$ cat src/sccu_pkg.sv
`default_nettype none
package sccu_pkg;
	localparam int ADDR_W = 8;

	// Register byte offsets
	localparam logic [7:0] REG_KEY = 8'h00;
	localparam logic [7:0] REG_CYCLE = 8'h04;
	localparam logic [7:0] REG_ACQ = 8'h08;
	localparam logic [7:0] REG_TRIM = 8'h0c;
	localparam logic [7:0] REG_FORMAT = 8'h10;
	localparam logic [7:0] REG_EXTRA = 8'h14;
	localparam logic [7:0] REG_INTERVAL = 8'h18;
	localparam logic [7:0] REG_UNIT = 8'h1c;
	localparam logic [7:0] REG_PLAUS = 8'h20;
	localparam logic [7:0] REG_PULLUP = 8'h24;
	localparam logic [7:0] REG_RDELAY = 8'h28;
	localparam logic [7:0] REG_TRIGGER = 8'h2c;
	localparam logic [7:0] REG_DEVID = 8'h30;
	localparam logic [7:0] REG_STATUS = 8'h34;

	localparam logic [1:0] RESP_OKAY = 2'h0;
	localparam logic [1:0] RESP_SLVERR = 2'h2;
	localparam logic [1:0] RESP_DECERR = 2'h3;

	localparam logic [31:0] KEY_QUERY = 32'h0000_0000;
	localparam logic [31:0] KEY_USER = 32'h0000_0001;
	localparam logic [31:0] KEY_TOP_ACCESS_LEVEL = 32'h0000_1267;

	localparam logic [15:0] CYCLE_MAX = 16'h7530;
	localparam logic [15:0] CYCLE_RESET = 16'h0002;
	localparam logic [15:0] CYCLE_UNIT_MS = 16'h000a;
	localparam logic [15:0] ACQ_MAX = 16'h03e8;
	localparam logic [15:0] ACQ_RESET = 16'h000a;
	localparam logic [8:0] TRIM_MAX = 9'h167;
	localparam logic [9:0] FULL_TURN = 10'h168;
	localparam logic [1:0] FORMAT_STD = 2'h0;
	localparam logic [1:0] FORMAT_ALT = 2'h2;
	localparam int EXTRA_DIGITS = 5;
	localparam logic [2:0] EXTRA_CODE_MAX = 3'h4;
	localparam logic [13:0] INTERVAL_MIN = 14'h000a;
	localparam logic [13:0] INTERVAL_MAX = 14'h2710;
	localparam logic [13:0] INTERVAL_RESET = 14'h0064;
	localparam logic [1:0] UNIT_MAX = 2'h3;
	localparam logic [1:0] PLAUS_MIN_USER = 2'h2;
	localparam logic [1:0] PLAUS_RESET = 2'h2;
	localparam logic [2:0] PULLUP_MAX = 3'h5;
	localparam logic [9:0] RDELAY_MAX = 10'h3e8;
	localparam logic [9:0] RDELAY_RESET = 10'h005;
	localparam logic [2:0] TRIG_MAX = 3'h4;
	localparam logic [6:0] DEVID_MAX = 7'h63;
	localparam logic [6:0] DEVID_ANY = 7'h63;

	// Speed factors in Q10: m/s, km/h, miles/h, knots
	localparam logic [11:0] SCALE_MS = 12'h400;
	localparam logic [11:0] SCALE_KMH = 12'he66;
	localparam logic [11:0] SCALE_MPH = 12'h8f3;
	localparam logic [11:0] SCALE_KN = 12'h7c3;

	localparam logic [2:0] PU_OFF = 3'h0;
	localparam logic [2:0] PU_ON = 3'h1;
	localparam logic [2:0] PU_ON_WARN = 3'h2;
	localparam logic [2:0] PU_OFF_WARN = 3'h3;
	localparam logic [2:0] PU_ON_FAULT = 3'h4;
	localparam logic [2:0] PU_OFF_FAULT = 3'h5;

	localparam logic [2:0] TRIG_OFF = 3'h0;
	localparam logic [2:0] TRIG_RISE = 3'h1;
	localparam logic [2:0] TRIG_FALL = 3'h2;
	localparam logic [2:0] TRIG_HIGH = 3'h3;
	localparam logic [2:0] TRIG_LOW = 3'h4;

	localparam int CLK_FREQ_HZ = 200_000_000;
	localparam int TICK_TIME_MS = 1;
	localparam int MS_PER_S = 1000;
	localparam int DIV_W = 24;

	typedef enum logic [1:0] {LVL_QUERY, LVL_USER, LVL_TOP_ACCESS_LEVEL} sccu_level_type;

	typedef struct packed {
		logic [8:0] raw_direction;
		logic [15:0] raw_speed;
	} sccu_meas_type;

	typedef struct packed {
		logic awready;
		logic wready;
		logic bvalid;
		logic [1:0] bresp;
		logic [7:0] waddr;
		logic [31:0] wdata;
		logic [3:0] wstrb;
		logic arready;
		logic rvalid;
		logic [1:0] rresp;
		logic [31:0] rdata;
		sccu_level_type level;
		logic dirty;
		logic save_req;
		logic [15:0] cycle;
		logic [15:0] acq;
		logic [8:0] trim;
		logic [1:0] alt_fmt;
		logic [14:0] extra;
		logic [13:0] interval;
		logic [1:0] unit;
		logic [1:0] plaus;
		logic [2:0] pullup_mode;
		logic [9:0] rdelay;
		logic [2:0] trig;
		logic [6:0] devid;
		logic [DIV_W-1:0] ms_div;
		logic ms_tick;
		logic [18:0] meas_ms;
		logic meas_start;
		logic [13:0] out_ms;
		logic tel_due;
		logic tel_drop;
		logic line_s1;
		logic line_s2;
		logic line_prev;
		logic rd_busy;
		logic [9:0] rd_ms;
		logic reply_go;
		logic [8:0] heading;
		logic [17:0] speed;
		logic id_hit;
		logic pullup_en;
		logic [14:0] append_codes;
	} sccu_state_type;
endpackage : sccu_pkg
`default_nettype wire

$ cat src/sccu_top.sv
// Functional notes
// - Key 0 selects query, 1 user, 4711 administrator access level.
// - Lowering the access level saves parameters changed in the session.
// - Every restart returns the device to query access level.
// - Measure cycle period counts 10 ms units, range 0 to 30000.
// - Raising acquisition time to the cycle period or more lengthens the cycle period, never shortens it.
// - Cycle period defaults to 2, that is 20 ms.
// - Heading trim 0 to 359 degrees is added to every direction.
// - Output format accepts only 0 and 2, default 0.
// - Five extra-value digits append values, left to right, except NMEA.
// - Extra codes: 0 none, 1 pressure, 2 sea pressure, 3 temperature, 4 supply.
// - Free-running telegram every N ms, N 10 to 10000, default 100.
// - Interval 0 sends telegrams only on control-line trigger.
// - Telegram due while link busy is dropped; latest values are repeated.
// - Speed unit scales output: m/s, km/h, miles/h, knots; default m/s.
// - Plausibility levels stack; default 2; only 2 and 3 writable.
// - Pull-up modes 0 to 5: off, on, warning and malfunction driven.
// - Pull-up is off during energy saving sleep.
// - Reply start is delayed 0 to 1000 ms, default 5.
// - Commands carry a two-digit identifier; identifier 99 is always answered.
//
// Implementation choices: the AXI4-Lite register port and the register addresses.
`timescale 1ns/1ps
`default_nettype none
module sccu_top
	import sccu_pkg::*;
#(
	parameter int CLK_PER_MS = (CLK_FREQ_HZ / MS_PER_S) * TICK_TIME_MS
) (
	input wire logic aclk, // System clock
	input wire logic aresetn, // Synchronous reset, active low
	input wire logic [ADDR_W-1:0] s_axi_awaddr, // Write address
	input wire logic [2:0] s_axi_awprot, // Write protection, ignored
	input wire logic s_axi_awvalid, // Write address valid
	output logic s_axi_awready, // Write address ready
	input wire logic [31:0] s_axi_wdata, // Write data
	input wire logic [3:0] s_axi_wstrb, // Write byte strobes
	input wire logic s_axi_wvalid, // Write data valid
	output logic s_axi_wready, // Write data ready
	output logic [1:0] s_axi_bresp, // Write response
	output logic s_axi_bvalid, // Write response valid
	input wire logic s_axi_bready, // Write response ready
	input wire logic [ADDR_W-1:0] s_axi_araddr, // Read address
	input wire logic [2:0] s_axi_arprot, // Read protection, ignored
	input wire logic s_axi_arvalid, // Read address valid
	output logic s_axi_arready, // Read address ready
	output logic [31:0] s_axi_rdata, // Read data
	output logic [1:0] s_axi_rresp, // Read response
	output logic s_axi_rvalid, // Read data valid
	input wire logic s_axi_rready, // Read data ready
	input wire logic ctrl_line, // Control line level from pin
	input wire logic link_busy, // Serial transmitter still sending
	input wire logic sleep_active, // Energy saving sleep in force
	input wire logic wind_warning, // Wind warning threshold exceeded
	input wire logic malfunction, // General malfunction present
	input wire logic cmd_received, // Pulse: a command was parsed
	input wire logic [6:0] cmd_id, // Identifier of the parsed command
	input wire logic telegram_is_nmea, // Current telegram is the NMEA one
	input wire sccu_meas_type meas, // Latest measured direction and speed
	output logic measure_start, // Pulse: begin a four-path cycle
	output logic telegram_due, // Pulse: send a telegram now
	output logic telegram_drop, // Pulse: telegram discarded, link busy
	output logic reply_go, // Pulse: reply may start
	output logic id_match, // Command identifier addresses this unit
	output logic save_request, // Pulse: store parameters in non-volatile memory
	output logic line_pullup, // Control line pull-up enable
	output logic [8:0] heading, // Trimmed direction in degrees
	output logic [17:0] speed_scaled, // Speed in selected unit, input scale
	output logic [14:0] append_codes, // Extra-value digits for this telegram
	output logic alt_telegram_format, // Alternative format for telegram 9
	output logic [1:0] plausibility_level // Active plausibility level
);
	localparam logic [DIV_W-1:0] MS_LAST = DIV_W'(CLK_PER_MS - 1);

	sccu_state_type s;
	sccu_state_type next_s;

	function automatic logic [31:0] merge(input logic [31:0] old, input logic [31:0] nw,
			input logic [3:0] strb);
		logic [31:0] r;
		r = old;
		for (int i = 0; i < 4; i++) begin
			if (strb[i]) begin
				r[8*i +: 8] = nw[8*i +: 8];
			end
		end
		return r;
	endfunction : merge

	function automatic logic extra_ok(input logic [31:0] v);
		logic ok;
		ok = (v[31:15] == 17'h00000);
		for (int i = 0; i < EXTRA_DIGITS; i++) begin
			if (v[3*i +: 3] > EXTRA_CODE_MAX) begin
				ok = 1'b0;
			end
		end
		return ok;
	endfunction : extra_ok

	function automatic logic [31:0] reg_read(input sccu_state_type st, input logic [7:0] a);
		logic [31:0] r;
		r = 32'h0000_0000;
		unique case (a)
			REG_KEY: r[1:0] = st.level;
			REG_CYCLE: r[15:0] = st.cycle;
			REG_ACQ: r[15:0] = st.acq;
			REG_TRIM: r[8:0] = st.trim;
			REG_FORMAT: r[1:0] = st.alt_fmt;
			REG_EXTRA: r[14:0] = st.extra;
			REG_INTERVAL: r[13:0] = st.interval;
			REG_UNIT: r[1:0] = st.unit;
			REG_PLAUS: r[1:0] = st.plaus;
			REG_PULLUP: r[2:0] = st.pullup_mode;
			REG_RDELAY: r[9:0] = st.rdelay;
			REG_TRIGGER: r[2:0] = st.trig;
			REG_DEVID: r[6:0] = st.devid;
			REG_STATUS: r[7:0] = {st.pullup_en, st.rd_busy, st.line_s2, st.id_hit,
				st.dirty, 1'b0, st.level};
			default: r = 32'h0000_0000;
		endcase
		return r;
	endfunction : reg_read

	function automatic logic mapped(input logic [7:0] a);
		return (a[1:0] == 2'h0) && (a <= REG_STATUS);
	endfunction : mapped

	always_comb begin
		logic [31:0] wv;
		logic [1:0] resp;
		logic top_access_level;
		logic fire;
		logic trig_hit;
		logic [9:0] dir_sum;
		logic [27:0] prod;
		logic [11:0] factor;
		sccu_level_type new_level;
		wv = 32'h0000_0000;
		resp = RESP_OKAY;
		fire = 1'b0;
		trig_hit = 1'b0;
		dir_sum = 10'h000;
		prod = 28'h0000000;
		factor = SCALE_MS;
		new_level = LVL_QUERY;
		next_s = s;
		top_access_level = (s.level == LVL_TOP_ACCESS_LEVEL);
		next_s.save_req = 1'b0;
		next_s.ms_tick = 1'b0;
		next_s.meas_start = 1'b0;
		next_s.tel_due = 1'b0;
		next_s.tel_drop = 1'b0;
		next_s.reply_go = 1'b0;

		// Write channel: address and data may come in either order
		if (s_axi_awvalid && s.awready) begin
			next_s.waddr = s_axi_awaddr;
			next_s.awready = 1'b0;
		end
		if (s_axi_wvalid && s.wready) begin
			next_s.wdata = s_axi_wdata;
			next_s.wstrb = s_axi_wstrb;
			next_s.wready = 1'b0;
		end
		if (!s.awready && !s.wready && !s.bvalid) begin
			wv = merge(reg_read(s, s.waddr), s.wdata, s.wstrb);
			if (!mapped(s.waddr)) begin
				resp = RESP_DECERR;
			end else if (s.waddr == REG_KEY) begin
				if (wv == KEY_QUERY) begin
					new_level = LVL_QUERY;
				end else if (wv == KEY_USER) begin
					new_level = LVL_USER;
				end else if (wv == KEY_TOP_ACCESS_LEVEL) begin
					new_level = LVL_TOP_ACCESS_LEVEL;
				end else begin
					resp = RESP_SLVERR;
					new_level = s.level;
				end
				next_s.level = new_level;
				if (new_level < s.level && s.dirty) begin
					next_s.save_req = 1'b1;
					next_s.dirty = 1'b0;
				end
			end else if (!top_access_level || s.waddr == REG_STATUS) begin
				resp = RESP_SLVERR;
			end else begin
				unique case (s.waddr)
					REG_CYCLE: if (wv <= 32'(CYCLE_MAX)) next_s.cycle = wv[15:0];
						else resp = RESP_SLVERR;
					REG_ACQ: if (wv <= 32'(ACQ_MAX)) begin
						next_s.acq = wv[15:0];
						if (wv[15:0] > s.acq && 32'(s.cycle) * 32'(CYCLE_UNIT_MS) <= wv) begin
							next_s.cycle = 16'(wv[15:0] / CYCLE_UNIT_MS + 16'h0001);
						end
					end else resp = RESP_SLVERR;
					REG_TRIM: if (wv <= 32'(TRIM_MAX)) next_s.trim = wv[8:0];
						else resp = RESP_SLVERR;
					REG_FORMAT: if (wv == 32'(FORMAT_STD) || wv == 32'(FORMAT_ALT))
						next_s.alt_fmt = wv[1:0];
						else resp = RESP_SLVERR;
					REG_EXTRA: if (extra_ok(wv)) next_s.extra = wv[14:0];
						else resp = RESP_SLVERR;
					REG_INTERVAL: if (wv == 32'h0 || (wv >= 32'(INTERVAL_MIN)
						&& wv <= 32'(INTERVAL_MAX))) next_s.interval = wv[13:0];
						else resp = RESP_SLVERR;
					REG_UNIT: if (wv <= 32'(UNIT_MAX)) next_s.unit = wv[1:0];
						else resp = RESP_SLVERR;
					REG_PLAUS: if (wv >= 32'(PLAUS_MIN_USER) && wv <= 32'h3)
						next_s.plaus = wv[1:0];
						else resp = RESP_SLVERR;
					REG_PULLUP: if (wv <= 32'(PULLUP_MAX)) next_s.pullup_mode = wv[2:0];
						else resp = RESP_SLVERR;
					REG_RDELAY: if (wv <= 32'(RDELAY_MAX)) next_s.rdelay = wv[9:0];
						else resp = RESP_SLVERR;
					REG_TRIGGER: if (wv <= 32'(TRIG_MAX)) next_s.trig = wv[2:0];
						else resp = RESP_SLVERR;
					REG_DEVID: if (wv <= 32'(DEVID_MAX)) next_s.devid = wv[6:0];
						else resp = RESP_SLVERR;
					default: resp = RESP_DECERR;
				endcase
				if (resp == RESP_OKAY) begin
					next_s.dirty = 1'b1;
				end
			end
			next_s.bvalid = 1'b1;
			next_s.bresp = resp;
		end
		if (s.bvalid && s_axi_bready) begin
			next_s.bvalid = 1'b0;
			next_s.awready = 1'b1;
			next_s.wready = 1'b1;
		end

		// Read channel: data returned at the address handshake edge
		if (s_axi_arvalid && s.arready) begin
			next_s.arready = 1'b0;
			next_s.rvalid = 1'b1;
			next_s.rdata = reg_read(s, s_axi_araddr);
			next_s.rresp = mapped(s_axi_araddr) ? RESP_OKAY : RESP_DECERR;
		end
		if (s.rvalid && s_axi_rready) begin
			next_s.rvalid = 1'b0;
			next_s.arready = 1'b1;
		end

		// Millisecond enable
		if (s.ms_div >= MS_LAST) begin
			next_s.ms_div = '0;
			next_s.ms_tick = 1'b1;
		end else begin
			next_s.ms_div = s.ms_div + 1'b1;
		end

		// Measurement cycle timer, start to start
		if (s.ms_tick) begin
			if (s.meas_ms + 19'h00001 >= 19'(s.cycle) * 19'(CYCLE_UNIT_MS)) begin
				next_s.meas_ms = 19'h00000;
				next_s.meas_start = 1'b1;
			end else begin
				next_s.meas_ms = s.meas_ms + 19'h00001;
			end
		end

		// Control line synchroniser and trigger decode
		next_s.line_s1 = ctrl_line;
		next_s.line_s2 = s.line_s1;
		next_s.line_prev = s.line_s2;
		unique case (s.trig)
			TRIG_RISE: trig_hit = s.line_s2 && !s.line_prev;
			TRIG_FALL: trig_hit = !s.line_s2 && s.line_prev;
			TRIG_HIGH: trig_hit = s.line_s2 && s.ms_tick;
			TRIG_LOW: trig_hit = !s.line_s2 && s.ms_tick;
			default: trig_hit = 1'b0;
		endcase

		// Telegram scheduling; the interval timer is separate from the cycle timer
		if (s.interval == 14'h0000) begin
			next_s.out_ms = 14'h0000;
			fire = trig_hit;
		end else if (s.ms_tick) begin
			if (s.out_ms + 14'h0001 >= s.interval) begin
				next_s.out_ms = 14'h0000;
				fire = 1'b1;
			end else begin
				next_s.out_ms = s.out_ms + 14'h0001;
			end
		end
		if (fire) begin
			next_s.tel_due = !link_busy;
			next_s.tel_drop = link_busy;
		end

		// Reply hold-off after a command
		if (cmd_received) begin
			next_s.rd_busy = 1'b1;
			next_s.rd_ms = s.rdelay;
			next_s.id_hit = (cmd_id == s.devid) || (cmd_id == DEVID_ANY);
		end else if (s.rd_busy) begin
			if (s.rd_ms == 10'h000) begin
				next_s.rd_busy = 1'b0;
				next_s.reply_go = 1'b1;
			end else if (s.ms_tick) begin
				next_s.rd_ms = s.rd_ms - 10'h001;
			end
		end

		// Heading trim, wrapped to one turn
		dir_sum = {1'b0, meas.raw_direction} + {1'b0, s.trim};
		next_s.heading = (dir_sum >= FULL_TURN) ? 9'(dir_sum - FULL_TURN) : dir_sum[8:0];

		// Unit scaling in Q10 fixed point
		unique case (s.unit)
			2'h1: factor = SCALE_KMH;
			2'h2: factor = SCALE_MPH;
			2'h3: factor = SCALE_KN;
			default: factor = SCALE_MS;
		endcase
		prod = 28'(meas.raw_speed) * 28'(factor);
		next_s.speed = prod[27:10];

		// Extra values are suppressed for the NMEA telegram
		next_s.append_codes = telegram_is_nmea ? 15'h0000 : s.extra;

		unique case (s.pullup_mode)
			PU_ON: next_s.pullup_en = 1'b1;
			PU_ON_WARN: next_s.pullup_en = wind_warning;
			PU_OFF_WARN: next_s.pullup_en = !wind_warning;
			PU_ON_FAULT: next_s.pullup_en = malfunction;
			PU_OFF_FAULT: next_s.pullup_en = !malfunction;
			default: next_s.pullup_en = 1'b0;
		endcase
		if (sleep_active) begin
			next_s.pullup_en = 1'b0;
		end
	end

	always_ff @(posedge aclk) begin
		if (!aresetn) begin
			s <= '0;
			s.awready <= 1'b1;
			s.wready <= 1'b1;
			s.arready <= 1'b1;
			s.level <= LVL_QUERY;
			s.cycle <= CYCLE_RESET;
			s.acq <= ACQ_RESET;
			s.alt_fmt <= FORMAT_STD;
			s.interval <= INTERVAL_RESET;
			s.plaus <= PLAUS_RESET;
			s.pullup_mode <= PU_OFF;
			s.rdelay <= RDELAY_RESET;
			s.trig <= TRIG_OFF;
		end else begin
			s <= next_s;
		end
	end

	assign s_axi_awready = s.awready;
	assign s_axi_wready = s.wready;
	assign s_axi_bvalid = s.bvalid;
	assign s_axi_bresp = s.bresp;
	assign s_axi_arready = s.arready;
	assign s_axi_rvalid = s.rvalid;
	assign s_axi_rdata = s.rdata;
	assign s_axi_rresp = s.rresp;
	assign measure_start = s.meas_start;
	assign telegram_due = s.tel_due;
	assign telegram_drop = s.tel_drop;
	assign reply_go = s.reply_go;
	assign id_match = s.id_hit;
	assign save_request = s.save_req;
	assign line_pullup = s.pullup_en;
	assign heading = s.heading;
	assign speed_scaled = s.speed;
	assign append_codes = s.append_codes;
	assign alt_telegram_format = s.alt_fmt[1];
	assign plausibility_level = s.plaus;
endmodule : sccu_top
`default_nettype wire

$ cat config.mk
export PLATFORM = sky130hd
export DESIGN_NAME = sccu_top
export DESIGN_NICKNAME = d
export VERILOG_FILES = /design/src/sccu_pkg.sv /design/src/sccu_top.sv
export SDC_FILE = /design/constraint.sdc
export NUM_CORES = 1
export LEC_CHECK = 0
export BUFFER_PORTS_ARGS = -buffer_cell sky130_fd_sc_hd__buf_4
export CAP_MARGIN = 30
export CORE_ASPECT_RATIO = 1.2
export CORE_UTILIZATION = 56
export DETAILED_ROUTE_END_ITERATION = 8
export PLACE_DENSITY = 0.9
export SLEW_MARGIN = 30
export SYNTH_ARGS = -nofsm -noshare
export SYNTH_HDL_FRONTEND = slang
export SYNTH_SLANG_ARGS = --single-unit
$ cat constraint.sdc
create_clock -name aclk -period 6.45 [get_ports aclk]
set_input_delay 0.3225 -clock aclk [delete_from_list [all_inputs] [get_ports aclk]]
set_output_delay 0.3225 -clock aclk [all_outputs]
set_load 0.01 [all_outputs]
==> reports/results.ini <==
[run_status]
status = finished, violations left
violations = negative setup slack

[clock_network]
cts.sinks = 291
numCtsBuffers = 31
cts_tree = done
htree_num_levels = 1
clockBufferDepth = 3
path_clk_slew_ns = 0.08
insertion_delay_ns = 0.62
root_buffer = clkbuf_16

[global_routing]
antenna_found_initial = 1
grt_pass1_wl_um = 120000
grt_usage_pct = 36.4
grt_pass1_vias = 22400
grt_overflow = 0
grt_max_degree = 75

[setup_path]
worst_ep_arrival_time_ns = 7.23
critPathBufInv = 4
critPathMaxStageDelay_ns = 0.55
critPathLaunchType = flip-flop
crit_fanout = 8
rr_startpoint = s[302]$_SDFFE_PN0P_
worstSetupPathType = reg -> reg
crit_family = compound AO/OA/AOI/OAI gates
endpoint_kind = flip-flop
ff2ff_setup_slack_ns = -0.26
ff2ff_path_depth = 29
cp_slowest_cell = or4_4
cp.required_ns = 6.97
reg2reg_to = s[207]$_SDFFE_PN0P_

[timing]
finClkSkew_ns = 0.0471
min_period_over_period_pct = 104
setup_tns_ns = -0.666
hold_viol = 0
slew_violations = 0
slew_headroom_pct = 32.9
max_freq_mhz = 149
rsz0062_at_grt = yes
setup_ws_ns = -0.255
max_slew.worst_pin.slew_ns = 1.00
fin_crit_ns = 6.71
setup_violations = 4

[pwr]
powerDensity_nw_per_um2 = 169
p_leak_nw = 12.4
peakVddDrop_mv = 0.209

[detailed_routing]
wl_per_cell_um = 21.7
route.met2.wl_um = 38000
met1_length_um = 27600
drtIter0Drc = 1839
dr.pass1.iters = 7
via_per_inst = 6.15
wl_um = 78900
vias = 22400
postRouteAntennaNets = 0
met3WireLength_um = 7170
top_layer_used = met5
drc = 0

[synthesis]
yosysSeqAreaShare_pct = 25.2
ys_ff_latch = 291
syn_area_sq_um = 23100
yosysUniqueCellTypes = 91
synth-main-ff-cell = dfxtp_1
synth_area_leaders = dfxtp_1 25%, fa_1 11%, ha_1 10%, nor2_1 4.8%, a21oi_1 4.6%
netlist.area_leader.share_pct = 25.2
syn_inst = 2845
yosysWarningCount = 0
synth_edf_count = 0
syn-mean-instance-area_sq_um = 8.13
synth_async_sr_flop_share_pct = 0
yosysTopAreaCell = dfxtp_1

[min_path]
holdPathEnd = s[281]$_SDFFE_PN0P_
hold_class = in -> reg
hold_start = s_axi_wdata[18]
worst_hold_path.num_cells = 3

[final_layout]
drive_above_1_share_pct = 18.2
nets = 3493
syn_to_final_growth_pct = 19.0
antenna_cells = 0
postLayoutCoreUtil_pct = 67.6

[placement]
dp_hpwl_um = 57800
place_congestion = 1.09
portBuffers = 174

[die]
die_h_um = 225
fp-row-count = 81
design.portCount = 197
die_x_um = 188
initial_utilization_pct = 56.8
die_area_sq_um = 42100
coreArea_sq_um = 40700

[flow_run]
cap_viol_max_count = 0

==> layout by cell type, fill, tap and decap left out, types with 17 or more instances in the layout <==
| master | n |
|---|---|
| and3_1 | 28 |
| nor2_1 | 295 |
| conb_1 | 22 |
| clkbuf_16 | 31 |
| buf_4 | 350 |
| dlygate4sd3_1 | 23 |
| nand2b_1 | 30 |
| o21bai_1 | 17 |
| nor4_1 | 20 |
| ha_1 | 178 |
| a21o_1 | 23 |
| dfxtp_1 | 288 |
| xor2_1 | 43 |
| and2_1 | 111 |
| fa_1 | 122 |
| nor3_1 | 49 |
| xnor2_1 | 60 |
| nor2b_1 | 64 |
| mux2i_1 | 51 |
| nand3_1 | 68 |
| a22oi_1 | 36 |
| a211oi_1 | 20 |
| nand2_1 | 255 |
| o21ai_0 | 85 |
| a21oi_1 | 204 |
| a31oi_1 | 24 |
| nand4_1 | 27 |
| inv_1 | 225 |
==> through the flow <==
step                      hold WS [ns]  worst slack (ns)  std cells  area [sq um]  power [mW]
after floorplan                  0.399            -0.156       2866         23300        2.37
after global placement           0.427           -0.0590       3528         25400        2.61
after detailed placement         0.433            -0.270       3528         25400        2.64
after CTS                      0.00112           -0.0153       3617         26900        4.55
after global routing           0.00694            -0.481       3638         27500        4.79
final                          0.00477            -0.255       3638         27500        4.65
==> worst register-to-register path, delay by kind of cell, from the launching register on <==
family | cells | cell delay, ns
AOI/OAI and AO/OA | 15 | 3.49
buffers and inverters | 4 | 0.47
adders and majority gates | 2 | 0.47
and+or+nand+nor | 6 | 1.40
muxes | 1 | 0.29
xor gates and xnor gates | 1 | 0.19
DFF | 1 | 0.32
==> cell type report <==
class,instances,area (sq um)
Timing Repair Buffer,391,3080
Sequential cell,291,5830
Fill cell,3099,13200
Multi-Input combinational cell,2119,15900
Clock inverter,19,220
Tap cell,539,674
Inverter,242,921
Clock buffer,37,858
==> worst max-delay path by stage <==
stage                                   start                           to  slack, ns  cells past startpoint
after CTS                 s[145]$_SDFFE_PN0P_  speed_scaled[17]$_SDFF_PN0_      -0.02                     33
after detailed placement  s[145]$_SDFFE_PN0P_  speed_scaled[17]$_SDFF_PN0_      -0.27                     33
after floorplan           s[145]$_SDFFE_PN0P_  speed_scaled[17]$_SDFF_PN0_      -0.16                     30
final                     s[302]$_SDFFE_PN0P_          s[207]$_SDFFE_PN0P_      -0.26                     29
after global routing      s[302]$_SDFFE_PN0P_          s[207]$_SDFFE_PN0P_      -0.48                     29
after global placement    s[146]$_SDFFE_PN0P_  speed_scaled[17]$_SDFF_PN0_      -0.06                     30
==> cell usage after synthesis (all sizes together), types with 6 or more instances <==
library cell and count:
nor2 297, dfxtp 291, nand2 260, inv 237, a21oi 213, ha 188, fa 125, and2 120
clkbuf 117, buf 97, o21ai 93, nand3 73, nor2b 67, xnor2 64, nor3 54, mux2i 52
xor2 43, a22oi 37, nand2b 31, and3 29, nand4 27, a31oi 24, a21o 23, nor4 23
a211oi 21, a221oi 21, o21bai 20, nand3b 13, o211ai 12, or3 11, a222oi 10, or2 10
nor3b 9, a221o 8, o22ai 8, o21a 7, o41ai 7, maj3 6, mux2 6, o2111ai 6
==> sequential cells by signal, indices dropped and copies added, names as in the netlist, 2 cells and up <==
name and count:
append_codes 15, heading 9, next_s 2, plausibility_level 2, s 213, s_axi_bresp 2, s_axi_rdata 16, speed_scaled 18
==> cells by family (layout without fill, tap and decap cells) <==
kind of cell / Yosys count / in the layout / share of synthesized area, %
adder cells (fa/ha/maj): 319 / 319 / 21.3
other: 1 / 22 / 0.0162
flip-flops: 291 / 291 / 25.2
AO/OA/AOI/OAI: 568 / 568 / 16.0
multiplexers: 59 / 59 / 2.66
buffers and inverters: 456 / 689 / 8.89
XOR/XNOR: 107 / 107 / 4.05
AND/OR/NAND/NOR: 1044 / 1044 / 21.9
==> power breakdown <==
group	internal (mW)	switching [mW]	total (mW)	leakage [nW]
Combinational	0.366	0.507	0.873	9.54
Sequential	1.84	0.0316	1.87	2.37
Clock	1.11	0.805	1.91	0.527
Total	3.31	1.34	4.65	12.4
==> timing repair <==
item                                   4_1_cts  5_1_grt
setup endpoints to repair                   11       14
hold buffers                                23        0
pin swaps                                   29       75
endpoints found under the hold margin       23        0
resized for setup                           37       91
setup buffers                               10       22
==> per-layer routing <==
metal	GRT usage, %	vias up
met4	25.1	2
met3	6.23	381
met2	62.8	1275
met1	41.0	10600
met5	0	-
li1	-	10100
No activity file was read; power rests on OpenSTA's default activity.
